**src/verilog/tcdma_pkg.sv**
```systemverilog
/*
 * tcdma_pkg: register offsets, field positions, reset values and shared
 * types of the two-channel transfer controller.
 * assumes: an 8-bit processor I/O register space and a 20-bit memory bus.
 */
package tcdma_pkg;

  // ************************************************************
  // register offsets (processor I/O space)
  // ************************************************************
  localparam logic [7:0] OFF_SRC0_ADDR = 8'h20;
  localparam logic [7:0] OFF_DST0_ADDR = 8'h23;
  localparam logic [7:0] OFF_CH0_COUNT = 8'h26;
  localparam logic [7:0] OFF_CH1_MEM_ADDR = 8'h28;
  localparam logic [7:0] OFF_CH1_IO_LOW = 8'h2b;
  localparam logic [7:0] OFF_CH1_IO_HIGH = 8'h2c;
  localparam logic [7:0] OFF_CH1_REQ_SELECT = 8'h2d;
  localparam logic [7:0] OFF_CH1_COUNT = 8'h2e;
  localparam logic [7:0] OFF_STATUS_ENABLE = 8'h30;
  localparam logic [7:0] OFF_CH0_MODE = 8'h31;
  localparam logic [7:0] OFF_WAIT_REQ_CTRL = 8'h32;

  // ************************************************************
  // field positions
  // ************************************************************
  localparam int POS_CH0_ENABLE = 6;
  localparam int POS_CH0_GUARD = 4;
  localparam int POS_CH0_IRQ_ENABLE = 2;
  localparam int POS_MAIN_ENABLE = 0;
  localparam int POS_DEST_MODE = 4;
  localparam int POS_SRC_MODE = 2;
  localparam int POS_MEM_COPY_TIMING = 1;
  localparam int POS_MEM_WAIT = 6;
  localparam int POS_IO_WAIT = 4;
  localparam int POS_CH0_SENSE = 3;
  localparam int POS_CH1_SENSE = 2;
  localparam int POS_CH1_MODE = 0;

  // ************************************************************
  // reset values and timing
  // ************************************************************
  localparam logic [7:0] RST_CH0_MODE = 8'h00;
  localparam logic [7:0] RST_WAIT_REQ_CTRL = 8'hf0;
  localparam logic [7:0] RST_CH1_REQ_SELECT = 8'h00;
  localparam logic [15:0] RST_COUNT = 16'h0000;
  localparam logic [19:0] RST_ADDR = 20'h00000;
  localparam logic [2:0] BUS_BASE_CYCLES = 3'h3;

  // ************************************************************
  // types
  // ************************************************************
  typedef enum logic [1:0] {
    MODE_MEM_INC,
    MODE_MEM_DEC,
    MODE_MEM_FIXED,
    MODE_IO_FIXED
  } tcdma_mode_e;

  typedef struct packed {
    logic [7:0] addr;
    logic wr;
    logic rd;
    logic [7:0] data;
  } tcdma_regreq_s;

  typedef struct packed {
    logic [19:0] addr;
    logic isIo;
    logic rd;
    logic wr;
    logic [7:0] data;
  } tcdma_bus_s;

endpackage

```
**src/verilog/tcdma_core.sv**
```systemverilog
/*
 * tcdma_core: enables, modes, counters and transfer engine of a
 * two-channel transfer controller with its processor I/O registers.
 * assumes: a processor I/O strobe port on clk_sys, a system bus arbiter
 * answering busReq with busGrant, and peripherals that return read data
 * at the last cycle of a bus access.
 */
// How it works
// - a channel runs only with its own enable and the main enable set
// - count reaching zero clears that channel's enable by hardware
// - enable low with its interrupt enable high raises the interrupt
// - software changes an enable only when its guard bit is written 0
// - both guard bits always read back as one
// - a permitted write of one to an enable also sets main enable
// - writing an enable to zero pauses; address and count are kept
// - a nonmaskable interrupt clears the main enable
// - main enable is not writable; rewriting an enable with one resumes
// - reset clears enables, interrupt enables and main enable
// - channel 0 destination: inc, dec, fixed memory, or fixed I/O
// - channel 0 source uses the same four-way coding
// - channel 0 never runs I/O to I/O
// - memory copy timing bit: one burst, zero cycle steal
// - burst holds the bus to the end; steal yields a cycle per byte
// - with an I/O end, the request paces bytes and timing is ignored
// - memory wait field sets memory wait states, resets to ones
// - I/O wait field sets I/O wait states, resets to ones
// - sense bits per channel: zero level, one edge, reset zero
// - channel 1 mode: direction and memory step; I/O address fixed
// - channel 1 I/O address of 16 bits; the request select register picks the request
// - each transferred byte decrements the 16-bit count by one
`timescale 1ns/10ps
module tcdma_core
  import tcdma_pkg::*;
(
  input wire logic clk_sys,
  input wire logic sys_rst,
  input wire tcdma_regreq_s regReq,
  output logic [7:0] regRdData,
  input wire logic nmiEvent,
  input wire logic [1:0] extReq,
  input wire logic [1:0] serialReq,
  output logic busReq,
  input wire logic busGrant,
  output tcdma_bus_s busCmd,
  input wire logic [7:0] busRdData,
  output logic [1:0] memWaitStates,
  output logic [1:0] ioWaitStates,
  output logic irqReq
);

  // ************************************************************
  // register state
  // ************************************************************
  typedef enum logic [1:0] {ST_IDLE, ST_READ, ST_WRITE, ST_GAP} tcdma_st_e;

  logic [1:0] chEn_q;
  logic [1:0] chEn_d;
  logic [1:0] irqEn_q;
  logic mainEn_q;
  logic [7:0] mode0_q;
  logic [7:0] ctrl_q;
  logic [7:0] reqSel1_q;
  logic [15:0] io1_q;
  logic [19:0] src0_q;
  logic [19:0] dst0_q;
  logic [19:0] mem1_q;
  logic [1:0][15:0] cnt_q;
  tcdma_st_e state_q;
  tcdma_st_e state_d;
  logic act_q;
  logic [2:0] cyc_q;

  function automatic logic [19:0] putByte(input logic [19:0] cur,
                                          input logic [1:0] lane,
                                          input logic [7:0] d);
    logic [19:0] r;
    r = cur;
    case (lane)
      2'h0: r[7:0] = d;
      2'h1: r[15:8] = d;
      default: r[19:16] = d[3:0];
    endcase
    return r;
  endfunction

  function automatic logic [19:0] stepAddr(input logic [19:0] a,
                                           input logic [1:0] m);
    case (m)
      2'h0: return a + 20'h1;
      2'h1: return a - 20'h1;
      default: return a;
    endcase
  endfunction

  // ************************************************************
  // register decode
  // ************************************************************
  wire [7:0] wd = regReq.data;
  wire [7:0] ra = regReq.addr;
  wire wrStat = regReq.wr && ra == OFF_STATUS_ENABLE;
  wire wrMode0 = regReq.wr && ra == OFF_CH0_MODE;
  wire wrCtrl = regReq.wr && ra == OFF_WAIT_REQ_CTRL;
  wire wrReqSel = regReq.wr && ra == OFF_CH1_REQ_SELECT;
  wire wrIoLow = regReq.wr && ra == OFF_CH1_IO_LOW;
  wire wrIoHigh = regReq.wr && ra == OFF_CH1_IO_HIGH;
  wire [7:0] offSrc = ra - OFF_SRC0_ADDR;
  wire [7:0] offDst = ra - OFF_DST0_ADDR;
  wire [7:0] offMem = ra - OFF_CH1_MEM_ADDR;
  wire [7:0] offC0 = ra - OFF_CH0_COUNT;
  wire [7:0] offC1 = ra - OFF_CH1_COUNT;
  wire wrSrc = regReq.wr && offSrc < 8'h3;
  wire wrDst = regReq.wr && offDst < 8'h3;
  wire wrMem = regReq.wr && offMem < 8'h3;
  wire [1:0] wrCnt = {regReq.wr && offC1 < 8'h2,
                      regReq.wr && offC0 < 8'h2};
  wire [1:0][0:0] cntLane = {offC1[0], offC0[0]};

  wire [7:0] statRead = {chEn_q, 2'b11, irqEn_q, 1'b0, mainEn_q};
  logic [7:0] rdMux;

  always_comb begin
    case (ra)
      OFF_STATUS_ENABLE: rdMux = statRead;
      OFF_CH0_MODE: rdMux = mode0_q;
      OFF_WAIT_REQ_CTRL: rdMux = ctrl_q;
      OFF_CH1_IO_LOW: rdMux = io1_q[7:0];
      OFF_CH1_IO_HIGH: rdMux = io1_q[15:8];
      OFF_CH1_REQ_SELECT: rdMux = reqSel1_q;
      8'h20: rdMux = src0_q[7:0];
      8'h21: rdMux = src0_q[15:8];
      8'h22: rdMux = {4'h0, src0_q[19:16]};
      8'h23: rdMux = dst0_q[7:0];
      8'h24: rdMux = dst0_q[15:8];
      8'h25: rdMux = {4'h0, dst0_q[19:16]};
      8'h26: rdMux = cnt_q[0][7:0];
      8'h27: rdMux = cnt_q[0][15:8];
      8'h28: rdMux = mem1_q[7:0];
      8'h29: rdMux = mem1_q[15:8];
      8'h2a: rdMux = {4'h0, mem1_q[19:16]};
      8'h2e: rdMux = cnt_q[1][7:0];
      8'h2f: rdMux = cnt_q[1][15:8];
      default: rdMux = 8'h00;
    endcase
  end

  // ************************************************************
  // mode fields
  // ************************************************************
  wire [1:0] dstMode = mode0_q[POS_DEST_MODE +: 2];
  wire [1:0] srcMode = mode0_q[POS_SRC_MODE +: 2];
  wire burst = mode0_q[POS_MEM_COPY_TIMING];
  wire [1:0] ch1Mode = ctrl_q[POS_CH1_MODE +: 2];
  wire ch1IoToMem = ch1Mode[1];
  wire [1:0] ch1MemStep = {1'b0, ch1Mode[0]};
  wire srcIo = srcMode == MODE_IO_FIXED;
  wire dstIo = dstMode == MODE_IO_FIXED;
  wire ioToIo = srcIo && dstIo;
  wire ch0Paced = srcIo || dstIo;

  assign memWaitStates = ctrl_q[POS_MEM_WAIT +: 2];
  assign ioWaitStates = ctrl_q[POS_IO_WAIT +: 2];

  // ************************************************************
  // request sensing
  // ************************************************************
  // an I/O end's upper address bits pick channel 0's request source
  wire [1:0] ch0Sel = srcIo ? src0_q[17:16] : dst0_q[17:16];
  wire [1:0][1:0] reqSel = {reqSel1_q[1:0], ch0Sel};
  wire [1:0] senseEdge = {ctrl_q[POS_CH1_SENSE],
                          ctrl_q[POS_CH0_SENSE]};
  logic [1:0] reqActive;
  logic [1:0] consume;

  for (genvar i = 0; i < 2; i++) begin : g_sense
    tcdma_req_sense u_sense (
      .clk_sys(clk_sys),
      .sys_rst(sys_rst),
      .extReq(extReq[i]),
      .serialReq(serialReq),
      .srcSel(reqSel[i]),
      .edgeMode(senseEdge[i]),
      .consume(consume[i]),
      .reqActive(reqActive[i])
    );
  end

  // ************************************************************
  // channel selection and bus addresses
  // ************************************************************
  wire ch0Ready = chEn_q[0] && mainEn_q && !ioToIo &&
                  (!ch0Paced || reqActive[0]);
  wire ch1Ready = chEn_q[1] && mainEn_q && reqActive[1];
  wire pick = !ch0Ready;
  wire anyReady = ch0Ready || ch1Ready;

  logic fifoInReady;
  logic fifoOutValid;
  logic [7:0] fifoOutData;

  wire start = state_q == ST_IDLE && anyReady && busGrant && fifoInReady;

  wire rdIo = act_q ? !ch1IoToMem : srcIo;
  wire wrIo = act_q ? ch1IoToMem : dstIo;
  wire [19:0] io1Addr = {4'h0, io1_q};
  wire [19:0] rdAddr = act_q ? (ch1IoToMem ? io1Addr : mem1_q) : src0_q;
  wire [19:0] wrAddr = act_q ? (ch1IoToMem ? mem1_q : io1Addr) : dst0_q;
  wire [2:0] rdLen = BUS_BASE_CYCLES +
                     {1'b0, rdIo ? ioWaitStates : memWaitStates};
  wire [2:0] wrLen = BUS_BASE_CYCLES +
                     {1'b0, wrIo ? ioWaitStates : memWaitStates};
  wire [2:0] startLen = BUS_BASE_CYCLES + {1'b0, (pick ?
                        !ch1IoToMem : srcIo) ? ioWaitStates : memWaitStates};

  wire cycDone = cyc_q == 3'h0;
  wire pushByte = state_q == ST_READ && cycDone && fifoInReady;
  wire byteDone = state_q == ST_WRITE && cycDone && fifoOutValid;
  wire lastByte = cnt_q[act_q] == 16'h0001;
  wire [1:0] termHit = {2{byteDone && lastByte}} &
                       {act_q, !act_q};
  // burst runs on only while the channel is still fully enabled
  wire keepBus = !act_q && !ch0Paced && burst && chEn_d[0] &&
                 mainEn_q && !nmiEvent;

  assign consume = {2{start}} & {pick, !pick};

  always_comb begin
    state_d = state_q;
    case (state_q)
      ST_IDLE: if (start) begin
        state_d = ST_READ;
      end
      ST_READ: if (pushByte) begin
        state_d = ST_WRITE;
      end
      ST_WRITE: if (byteDone) begin
        if (keepBus) begin
          state_d = ST_READ;
        end else if (!act_q && !ch0Paced) begin
          state_d = ST_GAP;
        end else begin
          state_d = ST_IDLE;
        end
      end
      ST_GAP: state_d = ST_IDLE;
      default: state_d = ST_IDLE;
    endcase
  end

  assign busReq = (state_q == ST_READ) || (state_q == ST_WRITE) ||
                  (state_q == ST_IDLE && anyReady && fifoInReady);
  assign busCmd = '{
    addr: state_q == ST_WRITE ? wrAddr : rdAddr,
    isIo: state_q == ST_WRITE ? wrIo : rdIo,
    rd: state_q == ST_READ,
    wr: state_q == ST_WRITE,
    data: fifoOutData
  };

  tcdma_fifo #(.WIDTH(8), .DEPTH(16)) u_fifo (
    .clk_sys(clk_sys),
    .sys_rst(sys_rst),
    .inValid(pushByte),
    .inReady(fifoInReady),
    .inData(busRdData),
    .outValid(fifoOutValid),
    .outReady(byteDone),
    .outData(fifoOutData)
  );

  // ************************************************************
  // enable logic
  // ************************************************************
  logic [1:0] swSet;

  for (genvar i = 0; i < 2; i++) begin : g_enable
    wire permit = wrStat && !wd[POS_CH0_GUARD + i];
    assign chEn_d[i] = permit ? wd[POS_CH0_ENABLE + i] :
                       (termHit[i] ? 1'b0 : chEn_q[i]);
    assign swSet[i] = permit && wd[POS_CH0_ENABLE + i];
  end

  assign irqReq = |(~chEn_q & irqEn_q);

  always_ff @(posedge clk_sys) begin
    if (sys_rst) begin
      chEn_q <= 2'b00;
      irqEn_q <= 2'b00;
      mainEn_q <= 1'b0;
    end else begin
      chEn_q <= chEn_d;
      if (wrStat) begin
        irqEn_q <= wd[POS_CH0_IRQ_ENABLE +: 2];
      end
      // main enable has no direct write; a resuming write beats an nmi
      if (|swSet) begin
        mainEn_q <= 1'b1;
      end else if (nmiEvent) begin
        mainEn_q <= 1'b0;
      end
    end
  end

  // ************************************************************
  // mode and control registers
  // ************************************************************
  always_ff @(posedge clk_sys) begin
    if (sys_rst) begin
      mode0_q <= RST_CH0_MODE;
      ctrl_q <= RST_WAIT_REQ_CTRL;
      reqSel1_q <= RST_CH1_REQ_SELECT;
      io1_q <= 16'h0000;
    end else begin
      if (wrMode0) begin
        mode0_q <= {2'b00, wd[5:1], 1'b0};
      end
      if (wrCtrl) begin
        ctrl_q <= wd;
      end
      if (wrReqSel) begin
        reqSel1_q <= wd;
      end
      if (wrIoLow) begin
        io1_q[7:0] <= wd;
      end
      if (wrIoHigh) begin
        io1_q[15:8] <= wd;
      end
    end
  end

  // ************************************************************
  // address and count registers
  // ************************************************************
  // software writes land after the engine's step so they win
  always_ff @(posedge clk_sys) begin
    if (sys_rst) begin
      src0_q <= RST_ADDR;
      dst0_q <= RST_ADDR;
      mem1_q <= RST_ADDR;
      cnt_q <= {RST_COUNT, RST_COUNT};
    end else begin
      if (byteDone) begin
        cnt_q[act_q] <= cnt_q[act_q] - 16'h0001;
        if (act_q) begin
          mem1_q <= stepAddr(mem1_q, ch1MemStep);
        end else begin
          src0_q <= stepAddr(src0_q, srcMode);
          dst0_q <= stepAddr(dst0_q, dstMode);
        end
      end
      if (wrSrc) begin
        src0_q <= putByte(src0_q, offSrc[1:0], wd);
      end
      if (wrDst) begin
        dst0_q <= putByte(dst0_q, offDst[1:0], wd);
      end
      if (wrMem) begin
        mem1_q <= putByte(mem1_q, offMem[1:0], wd);
      end
      for (int c = 0; c < 2; c++) begin
        if (wrCnt[c]) begin
          cnt_q[c][cntLane[c] * 8 +: 8] <= wd;
        end
      end
    end
  end

  // ************************************************************
  // engine sequencing
  // ************************************************************
  always_ff @(posedge clk_sys) begin
    if (sys_rst) begin
      state_q <= ST_IDLE;
      act_q <= 1'b0;
      cyc_q <= 3'h0;
      regRdData <= 8'h00;
    end else begin
      state_q <= state_d;
      if (start) begin
        act_q <= pick;
        cyc_q <= startLen - 3'h1;
      end else if (pushByte) begin
        cyc_q <= wrLen - 3'h1;
      end else if (byteDone && keepBus) begin
        cyc_q <= rdLen - 3'h1;
      end else if (!cycDone) begin
        cyc_q <= cyc_q - 3'h1;
      end
      if (regReq.rd) begin
        regRdData <= rdMux;
      end
    end
  end
endmodule

```
**src/verilog/tcdma_fifo.sv**
```systemverilog
/*
 * tcdma_fifo: synchronous byte buffer between the read and write halves
 * of each transfer.
 * assumes: one clock; producer and consumer obey valid/ready.
 */
`timescale 1ns/10ps
module tcdma_fifo #(
  parameter int WIDTH = 8,
  parameter int DEPTH = 16
) (
  input wire logic clk_sys,
  input wire logic sys_rst,
  input wire logic inValid,
  output logic inReady,
  input wire logic [WIDTH-1:0] inData,
  output logic outValid,
  input wire logic outReady,
  output logic [WIDTH-1:0] outData
);
  localparam int AW = $clog2(DEPTH);

  logic [WIDTH-1:0] mem [DEPTH];
  logic [AW:0] wrPtr_q;
  logic [AW:0] rdPtr_q;
  wire push = inValid && inReady;
  wire pop = outValid && outReady;

  // extra pointer bit tells full from empty
  assign inReady = (wrPtr_q ^ rdPtr_q) != {1'b1, {AW{1'b0}}};
  assign outValid = wrPtr_q != rdPtr_q;
  assign outData = mem[rdPtr_q[AW-1:0]];

  always_ff @(posedge clk_sys) begin
    if (push) begin
      mem[wrPtr_q[AW-1:0]] <= inData;
    end
  end

  always_ff @(posedge clk_sys) begin
    if (sys_rst) begin
      wrPtr_q <= '0;
      rdPtr_q <= '0;
    end else begin
      if (push) begin
        wrPtr_q <= wrPtr_q + 1'b1;
      end
      if (pop) begin
        rdPtr_q <= rdPtr_q + 1'b1;
      end
    end
  end
endmodule

```
**src/verilog/tcdma_req_sense.sv**
```systemverilog
/*
 * tcdma_req_sense: picks one channel's request source and senses it by
 * level or by rising edge.
 * assumes: extReq is an asynchronous pin; serialReq comes from logic on
 * clk_sys.
 */
`timescale 1ns/10ps
module tcdma_req_sense (
  input wire logic clk_sys,
  input wire logic sys_rst,
  input wire logic extReq,
  input wire logic [1:0] serialReq,
  input wire logic [1:0] srcSel,
  input wire logic edgeMode,
  input wire logic consume,
  output logic reqActive
);
  logic sync1_q;
  logic sync2_q;
  logic prev_q;
  logic pending_q;
  logic raw;

  always_comb begin
    case (srcSel)
      2'h0: raw = sync2_q;
      2'h1: raw = serialReq[0];
      2'h2: raw = serialReq[1];
      default: raw = 1'b0;
    endcase
  end

  wire rise = raw && !prev_q;

  assign reqActive = edgeMode ? pending_q : raw;

  always_ff @(posedge clk_sys) begin
    if (sys_rst) begin
      sync1_q <= 1'b0;
      sync2_q <= 1'b0;
      prev_q <= 1'b0;
      pending_q <= 1'b0;
    end else begin
      sync1_q <= extReq;
      sync2_q <= sync1_q;
      prev_q <= raw;
      // a new edge in the consuming cycle stays pending
      pending_q <= rise || (pending_q && !consume);
    end
  end
endmodule
```
**config.mk**
```make
export PLATFORM = sky130hd
export DESIGN_NAME = tcdma_core
export DESIGN_NICKNAME = d
export VERILOG_FILES = /design/src/verilog/tcdma_pkg.sv /design/src/verilog/tcdma_core.sv /design/src/verilog/tcdma_fifo.sv /design/src/verilog/tcdma_req_sense.sv
export SDC_FILE = /design/constraint.sdc
export NUM_CORES = 1
export LEC_CHECK = 0
export BUFFER_PORTS_ARGS = -buffer_cell sky130_fd_sc_hd__buf_2
export CAP_MARGIN = 20
export CORE_AREA = 2 2 219 221
export DETAILED_ROUTE_END_ITERATION = 8
export DIE_AREA = 0 0 221 223
export MAX_ROUTING_LAYER = met4
export PLACE_DENSITY = 0.51
export SLEW_MARGIN = 10
export SYNTH_ARGS = -nofsm -noshare
export SYNTH_HDL_FRONTEND = slang
export SYNTH_HIERARCHICAL = 1
export SYNTH_SLANG_ARGS = --single-unit
```
**constraint.sdc**
```tcl
create_clock -name clk_sys -period 5.4 [get_ports clk_sys]
set_clock_uncertainty 0.15 [all_clocks]
set_input_delay 0.81 -clock clk_sys [delete_from_list [all_inputs] [get_ports clk_sys]]
set_output_delay 0.81 -clock clk_sys [all_outputs]
set_load 0.005 [all_outputs]
```
# After elaboration in Yosys (flattened, before gate mapping)
# Memories as Yosys holds them, arrays and structs flattened. A register that Yosys moved wholly into a read port is not among the register bits.
# Cells that the tools add are included.
totals:
  ff_bits: 166
  mem_bits_rw: 128
  in_bits: 34
  output_inout_bits: 45
  wordCells: 291
  memories: 1
classes:
  n_addsub: 23
  magnitude_cmp: 7
  n_eq_ne: 51
  shift: 4
  muxes: 70
  bitwise_logic: 5
  n_reduce_logical: 96
mem_list:
  columns: ["name", "depth", "word_bits", "rd", "rd_clocked_by_memory_dff", "wr", "line", "rtl"]
  rows:
  - ["u_fifo.mem", 16, 8, 1, 1, 1, "tcdma_fifo.sv:22", "logic [WIDTH-1:0] mem [DEPTH];"]
ops:
  columns: ["operator", "count"]
  rows:
  - ["$mux 20", 14]
  - ["$eq 8x6->1 const B", 19]
  - ["$pmux 8 s19", 1]
  - ["$pmux 20 s2", 3]
  - ["$mux 16", 5]
  - ["$neg 4->34", 2]
  - ["$shift 8x34->16 const A", 2]
  - ["$shiftx 8x34->16", 2]
  - ["$mux 32", 2]
  - ["$add 20x1->20 const B", 3]
  - ["$sub 20x1->20 const B", 3]
  - ["$mux 8", 6]
  - ["$logic_and 1x1->1", 43]
  - ["$lt 8x2->1 const B", 5]
  - ["$sub 8x6->8 const B", 5]
  - ["$reduce_and 4->1", 9]
  - ["$bwmux 16", 2]
  - ["$bwmux 32", 1]
  - ["$mux 4", 5]
  - ["$ne 2x1->1 const B", 10]
  - ["$logic_not 2->1", 9]
  - ["$mux 2", 9]
  - ["$demux 16 s1", 1]
  - ["$eq 16x1->1 const B", 1]
  - ["other kinds (26)", 94]

# Longest topological paths before layout
# Gate-level depths: netlist of the first run.
logic_depth:
  depth_word: 15
  mapped_depth: 15
  depth_no_buf: 12

# By module
# Netlist of the first run, hierarchy kept.
by_module_without_submodules:
  columns: ["mod", "instances", "cells_per_inst", "area_per_inst_um2", "seq_area_each_um2"]
  rows:
  - ["tcdma_core", 1, 1580, 11903.9, 2962.8]
  - ["tcdma_fifo", 1, 283, 5830.6, 4124.0]
  - ["tcdma_req_sense", 2, 16, 165.2, 80.1]

# Least setup slack after synthesis of the first run
# Ideal clock, no wire load.
synth_timing:
  path_type: "register -> register"
  start: "reg mode0_q[3]"
  end: "reg src0_q[16]"
  setup_time_ns: 0.134
  t_arrival_ns: 3.226
  t_required_ns: 5.116
  slack_ns: 1.890
  path_stages_with_launch: 13
  path_buffers: 1
  period_less_slack_ns: 3.510
  path_cell_list: "dfxtp_1 -> nand2b_1 -> clkbuf_1 -> inv_1 -> ha_1 -> nor2b_1 -> o31ai_2 -> a211oi_1 -> o311a_1 -> o21ai_1 -> nand2b_1 -> and3_1 -> or4_1"
synth_via:
  elab_chain_cells: 5
  elab_cells_between_ends: 8
  cone_classes: "eq/ne: 1; mux: 4; reduce/logical: 3"
synth_lines:
  columns: ["element", "line", "rtl"]
  rows:
  - ["start, declared", "tcdma_core.sv:60", "logic [7:0] mode0_q;"]
  - ["start signal, assigned", "tcdma_core.sv:314", "mode0_q <= {2'b00, wd[5:1], 1'b0};"]
  - ["$eq 2x1->1 or $logic_not 2->1 (tied branches)", "tcdma_core.sv:88", "case (m)"]
  - ["$pmux 20 s2", "tcdma_core.sv:88", null]
  - ["$mux 20", "tcdma_core.sv:344", "if (act_q) begin"]
  - ["$mux 20", "tcdma_core.sv:342", "if (byteDone) begin"]
  - ["$mux 20", "tcdma_core.sv:351", "if (wrSrc) begin"]
  - ["end signal, assigned", "tcdma_core.sv:347", "src0_q <= stepAddr(src0_q, srcMode);"]
  - ["end signal, assigned", "tcdma_core.sv:352", "src0_q <= putByte(src0_q, offSrc[1:0], wd);"]
  - ["end, declared", "tcdma_core.sv:64", "logic [19:0] src0_q;"]
# Several ways; a longest one is shown, not always the timed one. The select of a mux whose other input is x is not followed.
# A chain may end at the register's enable or synchronous reset.

==> summary.md, run 1 <==
| Metric | Value |
|---|---|
| Clk sinks | `298` |
| Synth Area in Simple Gates | `0.1837` |
| Synth area leaders | `edfxtp_1 21%, dfxtp_1 19%, ha_1 5.5%, a21oi_1 4.0%, nand2_1 3.8%` |
| Ratio of cells with drive above 1 in the final layout | `0.1131` |
| Initial Util | `0.3832` |
| Synth Area in XOR/XNOR | `0.03733` |
| Clock transition at path regs | `~0.060 ns` |
| Clk pwr share | `0.446` |
| Die width | `221 µm` |
| Design area | `approximately 20000 µm²` |
| CP arrival | `3.20 ns` |
| PnR worst setup slack | `1.244 ns` |
| Share of the synthesized area in the top cell type | `0.2128` |
| Clock Path Buffers | `3` |
| First-pass GRT wire length | `95900 µm` |
| Pint | `0.003901 W` |
| Area of placed instances | `approximately 19000 µm²` |
| Most common cell after layout, fill and taps aside | `nand2_1` |
| Post-synthesis mux area share | `0.08311` |
| Number of flops mapped to enable cells by yosys | `128` |
| Final ANT Viol Nets | `0` |
| Final #Nets | `2027` |
| Avg Cell Area, Syn | `9.533 µm²` |
| Post-DP HPWL | `between 40000 and 50000 µm` |
| Final Core Density | `0.4230` |
| Clk_lat worst skew | `approximately 0.56 ns` |
| Sum Neg Setup Slack | `0 ns` |
| Via count | `15690` |
| Top_reg_cell synth | `dfxtp_1` |
| Routability cong. | `0.9994` |
| Tcrit/Tclk final | `0.7697` |
| Warnings from Yosys | `6` |
| Worst Hold Class | `flop to flop` |
| Hold-fix buffers, CTS | `0` |
| Critical path capture point type | `output port` |
| GR Overflow Total | `0` |
| Initial DRC Count | `roughly 1700` |
| Syn Std Cell Area | `approximately 18000 µm²` |
| RSZ-0062 raised after global routing | `false` |
| Switching Share | `0.2591` |
| P&R area growth vs syn | `10.40%` |
| Io pins | `79` |
| Yosys reg bits | `298` |
| Ys async rst share | `0` |
| Fmax | `240.6 MHz` |
| Main combinational cell family by area after synthesis | `compound AO/OA/AOI/OAI gates` |
| Critical Path Source Type | `flop` |
| Syn_nets | `slightly above 2000` |
| CTS root buffer | `clkbuf_16` |
| Status | `finished, final reports clean` |
| DRC | `0` |
| Port bufs | `between 70 and 80` |
| Seq/Total Area, Yosys | `0.4012` |
| Min Tclk post-route | `4.156 ns` |
| Die area | `roughly 49000 µm²` |
| Core outline area | `approximately 47000 µm²` |
| Crit Path Max Fanout | `44` |
| Final WL | `63960 µm` |
| Final setup vio count | `0` |
| TritonCTS Buffers | `36` |
| Worst Max-Slew Pin Slew | `1.038 ns` |
| Required @ worst endpoint | `between 4 and 5 ns` |
| Net Switching | `0.001364 W` |
| Die height | `223 µm` |
| Placed instance count | `2487` |
| Drt pass-1 iters | `8` |
| Initial antenna violation count | `0` |
| Post-Syn Instances | `1895` |
| Maximum VDD drop | `0.2246 mV` |
| Final Hold Viols | `0` |
| Reg power frac | `0.461` |
| Comb pwr share | `0.093` |
| H-tree levels | `2` |
| Max-slew violation count | `0` |
| Synth Area in Adders | `0.05936` |
| Post-DR vias/cell | `approximately 6.1` |
| Vias in the first global route | `14590` |
| FILL cells | `4602` |
| Slew Limit Headroom | `0.3045` |
| # resized after CTS | `0` |
| Avg WL per Cell | `between 20 and 30 µm` |
| Static leakage | `7.267 nW` |
| GRT Util Overall | `0.2623` |
| Row count | `80` |
| Final non-filler cell total | `2552` |
| Max-cap violations | `0` |
| Crit Path Class | `flop to output port` |
| Dpl ws | `1.376 ns` |
| Yosys cell types | `90` |
| PD cells | `264.0 nW/µm²` |
| Post-CTS Repair Setup Buffers | `0` |
| Largest net degree at the start of global routing | `65` |
| CTS tree | `yes` |
| Synth Area in Compound Gates | `0.1936` |
| Synth area leader | `edfxtp_1` |
| Most frequent cells in the layout | `181 x nand2_1, 168 x dfxtp_1, 152 x nor2_1, 144 x a21oi_1, 128 x edfxtp_1` |
synth_stat cells, types with 16 or more instances:
master and instances:
mux4_2 16, nor3_1 45, a221oi_1 26, clkbuf_1 77
edfxtp_1 128, nand2_1 181, xor2_1 21, a211oi_1 65
a21oi_1 144, and3_1 36, mux2i_1 35, mux4_1 24
nand2b_1 23, a31oi_1 35, o21ai_0 66, nand3_1 73
xnor2_1 56, buf_2 22, nor2b_1 43, ha_1 80
nor2_1 152, inv_1 49, dfxtp_1 170
logic make-up (layout without fill, tap and decap cells):
family / count (synthesis) / count (layout)
AND/OR/NAND/NOR: 666 / 666
AO/OA/AOI/OAI: 511 / 511
flip-flops: 298 / 298
buffers and inverters: 170 / 211
multiplexers: 89 / 89
adder cells (fa/ha/maj): 84 / 84
XOR/XNOR: 77 / 77
other: 0 / 1
critical path, cell delays in order, from the launching register on:
cell and delay [ns]:
dfxtp_1 0.36, inv_1 0.09, ha_2 0.49, xnor2_2 0.94
nand2_1 0.11, a31oi_1 0.40, buf_2 0.19
power by group through the flow:
stage | combinational (W) | sequential (W) | clock (W)
after floorplan | 0.000328 | 0.00245 | 0
after global placement | 0.000483 | 0.00247 | 0
after detailed placement | 0.000485 | 0.00247 | 0
after CTS | 0.000489 | 0.00243 | 0.00239
after global routing | 0.000539 | 0.00243 | 0.00248
final | 0.000492 | 0.00243 | 0.00235
sequential cells by signal, summed over array words and instances (netlist names), 5 cells and up, named ones only:
register,flops
dst0_q,20
u_fifo/wrPtr_q,5
u_fifo/mem,128
regRdData,8
mem1_q,20
src0_q,20
mode0_q,5
cnt_q,32
u_fifo/rdPtr_q,5
io1_q,16
reqSel1_q,8
ctrl_q,8
path summary, 6_finish.rpt:
kind | from | end | slack [ns] | depth (start not counted)
min | g_sense[1].u_sense/sync1_q | g_sense[1].u_sense/sync2_q | 0.29 | 1
max | state_q[0] | busCmd[23] | 1.24 | 6
min reg2reg | g_sense[1].u_sense/sync1_q | g_sense[1].u_sense/sync2_q | 0.29 | 1
max reg2reg | mode0_q[3] | src0_q[16] | 1.32 | 11
routing by layer:
metal  vias to the layer above  GRT usage  share of wire
met2                       671     0.3756           0.43
met5                         -          -              0
met4                         0    0.07556          0.031
met1                      7682     0.3757           0.46
met3                       120    0.04952          0.081
li1                       7216          -              -
final cells by class:
class                      instances  area [µm²]  share of cell area
sequential                       298        7249              0.3635
clock buffer                      47       942.2             0.04724
timing repair buffer              98       546.8             0.02742
multi-input combinational       1427       10090              0.5057
tap                              615       769.5             0.03858
clock inverter                    17       163.9            0.008218
antenna                            1       2.502           0.0001255
inverter                          49       183.9            0.009222
metrics by stage:
| stage | total power (W) | hold WS (ns) |
|---|---|---|
| global route | 0.005452 | 0.3202 |
| detailed placement | 0.002960 | 0.2781 |
| floorplan | 0.002782 | 0.2638 |
| global placement | 0.002957 | 0.2695 |
| finish | 0.005265 | 0.2896 |
| CTS | 0.005303 | 0.2922 |
Power figures use the tool's default switching activity.
==> inputs of run 2 (changes only) <==
clock period = 3.9 ns   (was 5.4 ns; I/O delays follow)
==> run 2 against run 1 <==
Against the previous run: worst setup slack got worse by 1.1 ns; combinational power increased by 41%; sequential power increased by 38%; non-clock buffer count increased by 36; first-iteration DRC count decreased by 8.7%; utilization increased by 0.73 points; final cell count increased by 1.3%; sequential share of layout area decreased by 0.60 points; critical path depth increased by 3; total power increased by 40%; largest cell class unchanged; via count decreased by 0.22%.
==> summary.md, run 2 (same netlist as run 1, synthesis figures left out) <==
| Metric | Value |
|---|---|
| Final setup vio count | `0 (unchanged)` |
| PD cells | `363.0 nW/µm² (+38%)` |
| Min Tclk post-route | `3.713 ns` |
| Ratio of cells with drive above 1 in the final layout | `0.1346 (+0.02147)` |
| P&R area growth vs syn | `12.31%` |
| Die height | `223 µm (unchanged)` |
| PnR worst setup slack | `0.1875 ns (-1.056 ns)` |
| Maximum VDD drop | `0.3316 mV (+48%)` |
| Status | `finished, final reports clean` |
| Most frequent cells in the layout | `181 x nand2_1, 166 x dfxtp_1, 152 x nor2_1, 144 x a21oi_1, 128 x edfxtp_1` |
| Core outline area | `47150 µm² (unchanged)` |
| Drt pass-1 iters | `6 (-2)` |
| Critical Path Source Type | `flop` |
| Critical path capture point type | `output port` |
| Worst path max stage delay | `0.54 ns (-0.40 ns)` |
| Vias in the first global route | `14510 (-0.58%)` |
| Post-DP HPWL | `45540 µm (-1.4%)` |
| Final ANT Viol Nets | `0 (unchanged)` |
| Dpl ws | `0.3582 ns (-1.018 ns)` |
| Final Hold Viols | `0 (unchanged)` |
| Io pins | `79 (unchanged)` |
| Tcrit/Tclk final | `0.9519` |
| Die width | `221 µm (unchanged)` |
| Ant diodes | `0 (-1)` |
| Crit Path Max Fanout | `5 (-89%)` |
| GRT Util Overall | `0.2534 (-0.008869)` |
| TritonCTS Buffers | `35 (-2.8%)` |
| Clock Path Buffers | `3 (unchanged)` |
| CTS tree | `yes` |
| Fmax | `between 200 and 300 MHz` |
| Port bufs | `78 (unchanged)` |
| Final #Nets | `2062 (+1.7%)` |
| Post-DR vias/cell | `6.058 (-1.5%)` |
| Max-slew violation count | `0 (unchanged)` |
| Clk_lat worst skew | `0.55 ns (about the same)` |
| Delay-heaviest family, CP | `multiplexers` |
| CTS root buffer | `clkbuf_16` |
| Required @ worst endpoint | `3.16 ns (-1.28 ns)` |
| Clk sinks | `298 (unchanged)` |
| Avg WL per Cell | `24.17 µm (-3.6%)` |
| H-tree levels | `2 (unchanged)` |
| Max-cap violations | `0 (unchanged)` |
| Initial antenna violation count | `0 (unchanged)` |
| Routability cong. | `0.9815 (-1.8%)` |
| Die area | `49280 µm² (unchanged)` |
| RSZ-0062 raised after global routing | `false` |
| Via count | `15660 (-0.22%)` |
| Hold-fix buffers, CTS | `0 (unchanged)` |
| Final WL | `62450 µm (-2.4%)` |
| Initial Util | `0.3832 (unchanged)` |
| Crit Path Class | `flop to output port` |
| Sum Neg Setup Slack | `0 ns (unchanged)` |
| GR Overflow Total | `0 (unchanged)` |
| Slew Limit Headroom | `0.4038 (+0.09929)` |
| Clock transition at path regs | `0.07 ns (about the same)` |
| DRC | `0 (unchanged)` |
| Max reg flops | `128 (unchanged)` |
| Total Power | `0.007365 W (+40%)` |
| Worst Max-Slew Pin Slew | `0.8895 ns (-0.1487 ns)` |
| Row count | `80 (unchanged)` |
| Critical-path cell list | `mux2_2 -> mux2i_2 -> o21ai_0 -> mux2_2 -> maj3_2 -> and3_4 -> o211ai_1 -> nand2b_1 -> buf_2` |
| Worst Hold Class | `primary input to flop` |
| Static leakage | `7.480 nW (+2.9%)` |
| CP arrival | `2.98 ns (-0.22 ns)` |
| Buf/Inv on CP | `1 (-1)` |
| Most common cell after layout, fill and taps aside | `nand2_1` |
| First-pass GRT wire length | `92880 µm (-3.2%)` |
| Top cell by count, worst path | `mux2_2` |
| Largest net degree at the start of global routing | `89 (+37%)` |
| Critical-path top delay cell | `dfxtp_1` |
| Initial DRC Count | `1557 (-8.7%)` |
run 2: changes by cell type in the layout (fill, tap and decap cells not counted), sizes merged:
| cell | before | now |
|---|---|---|
| buf | 98 | 134 |
| bufinv | 2 | 3 |
| clkbuf | 47 | 38 |
| clkinv | 13 | 16 |
| clkinvlp | 0 | 3 |
| diode | 1 | 0 |
| inv | 51 | 50 |
run 2: repair_timing:
item                                    CTS  global route
endpoints found under the setup margin    0             2
gates resized for setup                   0             3
buffers inserted                          0             1
run 2: worst register-to-register path: cells and delay by family (launching register included):
family                   cells  cell delay (ns)
AO/OA/AOI/OAI                5             1.63
AND/OR/NAND/NOR              3             0.45
flip-flops                   1             0.41
buffers and inverters        1             0.41
adder cells (fa/ha/maj)      1             0.33
XOR/XNOR                     1             0.14
run 2: layout make-up:
class                   count  area, µm²
inverters                  49      183.9
fillers                  4529      26860
flip-flops and latches    298       7252
clock buffers              38      917.1
well taps                 615      769.5
clock inverters            23      234.0
repair buffers            134      842.1
multi-input cells        1427      10090
run 2: routing by layer:
| metal | wire length (µm) | global-route usage |
|---|---|---|
| met2 | 26730 | 0.3635 |
| met4 | 1859 | 0.08119 |
| met3 | 4441 | 0.03964 |
| met5 | 0 | - |
| met1 | 29420 | 0.3648 |
run 2: final timing paths:
kind	start	end	slack [ns]	cells past startpoint
min	extReq[0]	g_sense[0].u_sense/sync1_q	0.12	2
min reg2reg	g_sense[1].u_sense/sync1_q	g_sense[1].u_sense/sync2_q	0.30	1
max reg2reg	mode0_q[4]	dst0_q[17]	0.25	11
max	src0_q[17]	busReq	0.19	9
run 2: report_power, final:
part | internal (W) | switching [W] | total, W
clock network | 0.00192 | 0.00139 | 0.00331
logic | 0.000249 | 0.000446 | 0.000695
registers | 0.00330 | 0.0000545 | 0.00336
total | 0.00547 | 0.00189 | 0.00737
run 2: per-stage QoR:
step | instances | util | hold slack, ns | area [µm²]
4_1_cts | 2583 | 0.4300 | 0.09874 | 20270
3_5_place_dp | 2522 | 0.4056 | 0.2861 | 19120
6_report | 2584 | 0.4303 | 0.1216 | 20290
2_1_floorplan | 1895 | - | 0.2638 | 18060
5_1_grt | 2584 | 0.4303 | 0.1159 | 20290
3_3_place_gp | 2522 | 0.4056 | 0.2782 | 19120
